[src/ofr_map.svh]
// register map, field layout, reset values of the rx fifo drop / overflow bank
// assumes word-wide registers reached at byte address = 4 * index
`ifndef OFR_MAP_SVH
`define OFR_MAP_SVH

// ----------------------------------------------------------------
// geometry
// ----------------------------------------------------------------
`define OFR_PORTS 10
`define OFR_ADDR_W 16
`define OFR_DATA_W 32

// ----------------------------------------------------------------
// register indices (byte address is four times the index)
// ----------------------------------------------------------------
`define OFR_IDX_DROP_EN 12'h59f
`define OFR_IDX_OVF_EVT 12'h5a0
`define OFR_IDX_IRQ_STAT 12'h5a1
`define OFR_IDX_IRQ_MASK 12'h5a2

// ----------------------------------------------------------------
// fields and reset values
// ----------------------------------------------------------------
`define OFR_PORT_LSB 0
`define OFR_PORT_MSB 9
`define OFR_RST_DROP_EN 10'h000
`define OFR_RST_OVF_EVT 10'h000
`define OFR_RST_IRQ_STAT 10'h000
`define OFR_RST_IRQ_MASK 10'h000
`define OFR_RST_RDATA 32'h0000_0000

`endif

[src/ofr_pkg.sv]
// types shared by the rx fifo drop / overflow register bank
// assumes ofr_map.svh is on the include path
`include "ofr_map.svh"

package ofr_pkg;

    typedef logic [`OFR_PORTS-1:0] ofr_port_vec_t;

    // ----------------------------------------------------------------
    // register port request, one cycle per access
    // ----------------------------------------------------------------
    typedef struct packed {
        logic [`OFR_ADDR_W-1:0] addr;
        logic [`OFR_DATA_W-1:0] wdata;
        logic wr;
        logic rd;
    } ofr_bus_req_t;

    // ----------------------------------------------------------------
    // complete state of the bank
    // ----------------------------------------------------------------
    typedef struct packed {
        ofr_port_vec_t drop_en;
        ofr_port_vec_t ovf_evt;
        ofr_port_vec_t irq_stat;
        ofr_port_vec_t irq_mask;
        ofr_port_vec_t drop;
        logic irq;
        logic [`OFR_DATA_W-1:0] rdata;
    } ofr_state_t;

endpackage

[src/ofr_regs.sv]
// rx fifo drop-enable and overflow-event register bank, ten ports
// assumes one clock, synchronous inputs, a master that never waits and never
// issues read and write together; the filter logic flags qualifying frames
`timescale 1ns/1ns

`include "ofr_map.svh"

// Function
// [RULE1] each port has a read/write drop-enable bit at its port number; 1 discards
// [RULE2] qualifying errored or filtered frames are discarded only when drop-enable is set
// [RULE3] all drop-enable bits read zero after reset
// [RULE4] overflow event bit goes to one when that port's fifo is full
// [RULE5] overflow flag of each port sits at the bit equal to its number, up to 9
// [RULE6] reading the overflow register returns the flags and then clears them
// [RULE7] overflow register bits 31:10 are read-only and read zero
// [RULE8] ports 8 and 9 have drop-enable bits 8 and 9, same encoding
// [RULE9] ports 0 to 3 overflow flags at bits 0 to 3, clear on read, reset zero
// [RULE10] an overflow in the same cycle as the clearing read stays set
module ofr_regs (
    input wire logic CLK,
    input wire logic RST_N,
    input wire logic CE,
    input wire ofr_pkg::ofr_bus_req_t BUS_REQ,
    input wire ofr_pkg::ofr_port_vec_t RX_FIFO_FULL,
    input wire ofr_pkg::ofr_port_vec_t RX_FRAME_FLAGGED,
    output logic [`OFR_DATA_W-1:0] RDATA,
    output ofr_pkg::ofr_port_vec_t RX_FRAME_DROP,
    output logic IRQ
);
    import ofr_pkg::*;

    ofr_state_t state_reg;
    ofr_state_t state_next;
    logic [`OFR_ADDR_W-1:0] idx_drop_en;
    logic [`OFR_ADDR_W-1:0] idx_ovf_evt;
    logic [`OFR_ADDR_W-1:0] idx_irq_stat;
    logic [`OFR_ADDR_W-1:0] idx_irq_mask;
    logic [`OFR_ADDR_W-1:0] word_idx;
    logic aligned;
    ofr_port_vec_t wr_bits;

    // ----------------------------------------------------------------
    // address decode
    // ----------------------------------------------------------------
    // misaligned byte addresses decode to nothing rather than aliasing a word
    assign idx_drop_en = {4'h0, `OFR_IDX_DROP_EN};
    assign idx_ovf_evt = {4'h0, `OFR_IDX_OVF_EVT};
    assign idx_irq_stat = {4'h0, `OFR_IDX_IRQ_STAT};
    assign idx_irq_mask = {4'h0, `OFR_IDX_IRQ_MASK};
    assign word_idx = {2'h0, BUS_REQ.addr[`OFR_ADDR_W-1:2]};
    assign aligned = (BUS_REQ.addr[1:0] == 2'h0);
    assign wr_bits = BUS_REQ.wdata[`OFR_PORT_MSB:`OFR_PORT_LSB];

    // ----------------------------------------------------------------
    // next state
    // ----------------------------------------------------------------
    always_comb
    begin
        state_next = state_reg;
        state_next.rdata = `OFR_RST_RDATA;
        if (BUS_REQ.wr && aligned && word_idx == idx_drop_en)
        begin
            state_next.drop_en = wr_bits; // [RULE1] [RULE8]
        end
        if (BUS_REQ.wr && aligned && word_idx == idx_irq_mask)
        begin
            state_next.irq_mask = wr_bits;
        end
        if (BUS_REQ.wr && aligned && word_idx == idx_irq_stat)
        begin
            state_next.irq_stat = state_reg.irq_stat & ~wr_bits;
        end
        if (BUS_REQ.rd && aligned)
        begin
            // upper bits stay zero: only the ten port bits are ever placed
            case (word_idx)
                idx_drop_en:
                begin
                    state_next.rdata[`OFR_PORT_MSB:`OFR_PORT_LSB] = state_reg.drop_en;
                end
                idx_ovf_evt:
                begin
                    state_next.rdata[`OFR_PORT_MSB:`OFR_PORT_LSB] = state_reg.ovf_evt; // [RULE5] [RULE7] [RULE9]
                    state_next.ovf_evt = `OFR_RST_OVF_EVT; // [RULE6]
                end
                idx_irq_stat:
                begin
                    state_next.rdata[`OFR_PORT_MSB:`OFR_PORT_LSB] = state_reg.irq_stat;
                end
                idx_irq_mask:
                begin
                    state_next.rdata[`OFR_PORT_MSB:`OFR_PORT_LSB] = state_reg.irq_mask;
                end
                default:
                begin
                    state_next.rdata = `OFR_RST_RDATA;
                end
            endcase
        end
        // set after clear so a full in the read cycle is not lost
        state_next.ovf_evt = state_next.ovf_evt | RX_FIFO_FULL; // [RULE4] [RULE10]
        state_next.irq_stat = state_next.irq_stat | RX_FIFO_FULL;
        // uses the enable already in force this cycle; a write takes effect next frame cycle
        state_next.drop = RX_FRAME_FLAGGED & state_reg.drop_en; // [RULE2]
        state_next.irq = |(state_next.irq_stat & state_next.irq_mask);
    end

    // ----------------------------------------------------------------
    // state register
    // ----------------------------------------------------------------
    always_ff @(posedge CLK)
    begin
        if (!RST_N)
        begin
            state_reg.drop_en <= `OFR_RST_DROP_EN; // [RULE3]
            state_reg.ovf_evt <= `OFR_RST_OVF_EVT; // [RULE9]
            state_reg.irq_stat <= `OFR_RST_IRQ_STAT;
            state_reg.irq_mask <= `OFR_RST_IRQ_MASK;
            state_reg.drop <= '0;
            state_reg.irq <= 1'b0;
            state_reg.rdata <= `OFR_RST_RDATA;
        end
        else if (CE)
        begin
            state_reg <= state_next;
        end
    end

    assign RDATA = state_reg.rdata;
    assign RX_FRAME_DROP = state_reg.drop;
    assign IRQ = state_reg.irq;
endmodule

[config.mk]
export PLATFORM = sky130hd
export DESIGN_NAME = ofr_regs
export DESIGN_NICKNAME = d
export VERILOG_FILES = /design/src/ofr_pkg.sv /design/src/ofr_regs.sv
export VERILOG_INCLUDE_DIRS = /design/src
export SDC_FILE = /design/constraint.sdc
export NUM_CORES = 1
export LEC_CHECK = 0
export BUFFER_PORTS_ARGS = -buffer_cell sky130_fd_sc_hd__buf_2
export CELL_PAD_IN_SITES_DETAIL_PLACEMENT = 0
export CELL_PAD_IN_SITES_GLOBAL_PLACEMENT = 1
export CORE_UTILIZATION = 39
export DETAILED_ROUTE_END_ITERATION = 7
export PLACE_DENSITY = 0.95
export SLEW_MARGIN = 10
export SYNTH_ARGS = -nofsm -noshare
export SYNTH_HDL_FRONTEND = slang
export SYNTH_SLANG_ARGS = --single-unit
[constraint.sdc]
create_clock -name CLK -period 4.3 [get_ports CLK]
set_input_delay 0.43 -clock CLK [delete_from_list [all_inputs] [get_ports CLK]]
set_output_delay 0.43 -clock CLK [all_outputs]
set_load 0.05 [all_outputs]
==> results.ini <==
[sta]
drv_slew=0
timing.fmax_ghz=0.380
max_slew_margin=0.428
worstMarginPinSlew_ns=0.858
fin_ws_ns=1.67
final.setup.tns_ns=0
final-setup-viol-count=0
min_period_ns=2.63
fin_skew_ns=0.00532
hold_viol_final=0
period_share=0.612
rsz0062_at_grt=no

[cells_and_area]
fin_util=0.465
largest_reg_flops=40
fin_area_mm2=0.00367
fillCellCount=777
area_growth_pct=12.6
n_antenna_cell=0
final_nets=487
drive_gt1_frac=0.229

[logic_synthesis]
synth.avg_cell_area_um2=8.75
synthMuxAreaShare=0.0523
synthesis.area_mm2=0.00326
yosysSeqAreaShare=0.375
ys_top_cells_by_area=dfxtp_1 (38%), buf_4 (9.7%), nor2b_1 (9.6%), mux2i_1 (5.2%), a22oi_1 (4.6%)
synthCells=372
ys.warnings.count=0
synthFlopType=dfxtp_1
synth_compound_area_frac=0.193
yosys.area_share.adder=0
synth_seq_cells=61
synthSimpleGateAreaFrac=0.244
synthXorXnorAreaFrac=0
synth_top_family_by_area=simple AND/OR/NAND/NOR gates
netlist.area_leader.share=0.375
synth-edff-count=0
synth_common_cells=dfxtp_1 (61), nor2b_1 (50), buf_4 (42)
ys_types=37
synth_top_area_cell=dfxtp_1
postSynth.asyncResetShare=0
synth_most_common_cell=dfxtp_1

[routing]
drtPass1Iterations=5
wl_per_cell_um=14.3
routed_wl_um=7430
vias_per_cell=5.21
highest_layer=met4
wl_met2_um=3280
antenna_left=0
drc=0
wl_met3_um=629
wl_met1_um=3440
drt_iter0_drc=320
vias=2712

[floorplanning]
die_area_mm2=0.00872
dieWidth_um=93.4
core_area_mm2=0.00789
initial_utilization=0.413
io_pins=116
die_y_um=93.4
rows=32

[critical_path]
critPathCaptureType=register
path_buf_inv=2
worstPathMaxFanout=18
path_class=in -> reg
crit_path_top_delay_cell=or4b_4
arrival_ns=2.87
start_kind=input pin
path_cells=buf_2 > or4b_4 > nor4_4 > buf_4 > and2_1 > mux2i_1 > o221ai_1 > o31a_1
critPathRequiredTime_ns=4.54
cpLargestDelayFamily=simple AND/OR/NAND/NOR gates
critPathMaxStageDelay_ns=0.57

[clocking]
clk_latency_ns=0.34
cts_buffers=9
cts_setup_buffers=0
cts_resized=0
clkTransAtPathRegs_ns=0.07
cts.hold.buffers_added=0
clockBufferDepth=2
cts_tree=built
clockRootBuffer=clkbuf_8
htreeDepth=3
cts_sinks=61

[worst_hold_path]
hp-class=in -> reg

[placement]
pre_cts_ws_ns=1.33
place_congestion=0.790
placed_area_mm2=0.00344
dp_hpwl_um=5180
port_buffers=71

[power]
power.density_mw_per_mm2=354
ir_drop_v=0.000180
leakage_uw=0.00152

[global_routing]
grt_max_degree=62
antenna_found_initial=0
grt_pass1_wl_um=12000
grt_util_all_layers=0.177
overflow=0
grt_pass1_vias=2532

[job]
drv_cap=0

[status]
status=completed

## stage by stage
stage / std cells / total power (uW) / hold WS, ns
after detailed placement: 505 / 733 / 0.474
after global routing: 521 / 1350 / 0.354
after global placement: 505 / 731 / 0.463
after floorplan: 393 / 707 / 0.455
after CTS: 521 / 1310 / 0.361
final: 521 / 1300 / 0.369
## per-layer routing
metal  global-route usage  up-vias
met5                    0        -
met4               0.0474        0
met3               0.0707       12
met2                0.271      121
met1                0.229     1241
li1                     -     1338
## report_power, final
group	leakage, uW	switching (uW)	internal [uW]	total, uW
clock network	0.000116	220	356	576
registers	0.000496	8.58	578	587
logic	0.000911	90.6	44.6	135
## placed cells by master (no fill, tap or decap), types with 2 or more instances in the layout
cell	count
o211ai_1	6
nand2b_1	13
clkbuf_8	11
inv_1	7
a21boi_0	10
bufinv_16	2
buf_2	71
clkinv_2	2
mux2i_1	17
a222oi_1	10
nand4b_1	7
nand2_1	21
nor2_1	13
nand4_1	2
a22oi_1	20
a31oi_1	7
a21oi_1	19
and2_1	2
conb_1	22
or4b_4	2
o221ai_1	2
nand3_1	14
o21a_1	11
dfxtp_1	61
nor2b_1	50
buf_4	5
## kinds of logic (layout without fill, tap and decap cells)
kind of cell	after synthesis	after routing
AND/OR/NAND/NOR	133	133
AO/OA/AOI/OAI	87	87
buffers and inverters	73	99
flip-flops	61	61
multiplexers	17	17
other	1	22
## worst register-to-register path: cells and delay by family, from the launching register on
kind / cells / cell delay (ns)
flops: 1 / 0.34
compound gates: 3 / 0.77
## final cells by class
cell class	count	area, um^2	share of cell area
clock buffers	12	155	0.0423
clock inverters	4	70.1	0.0191
inverters	7	26.3	0.00717
multi-input cells	259	1670	0.456
flip-flops and latches	61	1220	0.333
well taps	102	128	0.0348
repair buffers	76	393	0.107
## worst paths after layout
| path | from | cells after the start | endpoint | slack, ns |
|---|---|---|---|---|
| worst max-delay path | BUS_REQ[45] | 8 | IRQ$_SDFFE_PN0P_ | 1.67 |
| worst min-delay path | RX_FRAME_FLAGGED[6] | 3 | RX_FRAME_DROP[6]$_SDFFE_PN0P_ | 0.37 |
| worst max register to register | state_reg[75]$_SDFFE_PN0P_ | 3 | RDATA[2]$_SDFFE_PN0P_ | 3.08 |
| worst min register to register | RX_FRAME_DROP[1]$_SDFFE_PN0P_ | 2 | RX_FRAME_DROP[1]$_SDFFE_PN0P_ | 0.48 |
Power figures use the tool's default switching activity.
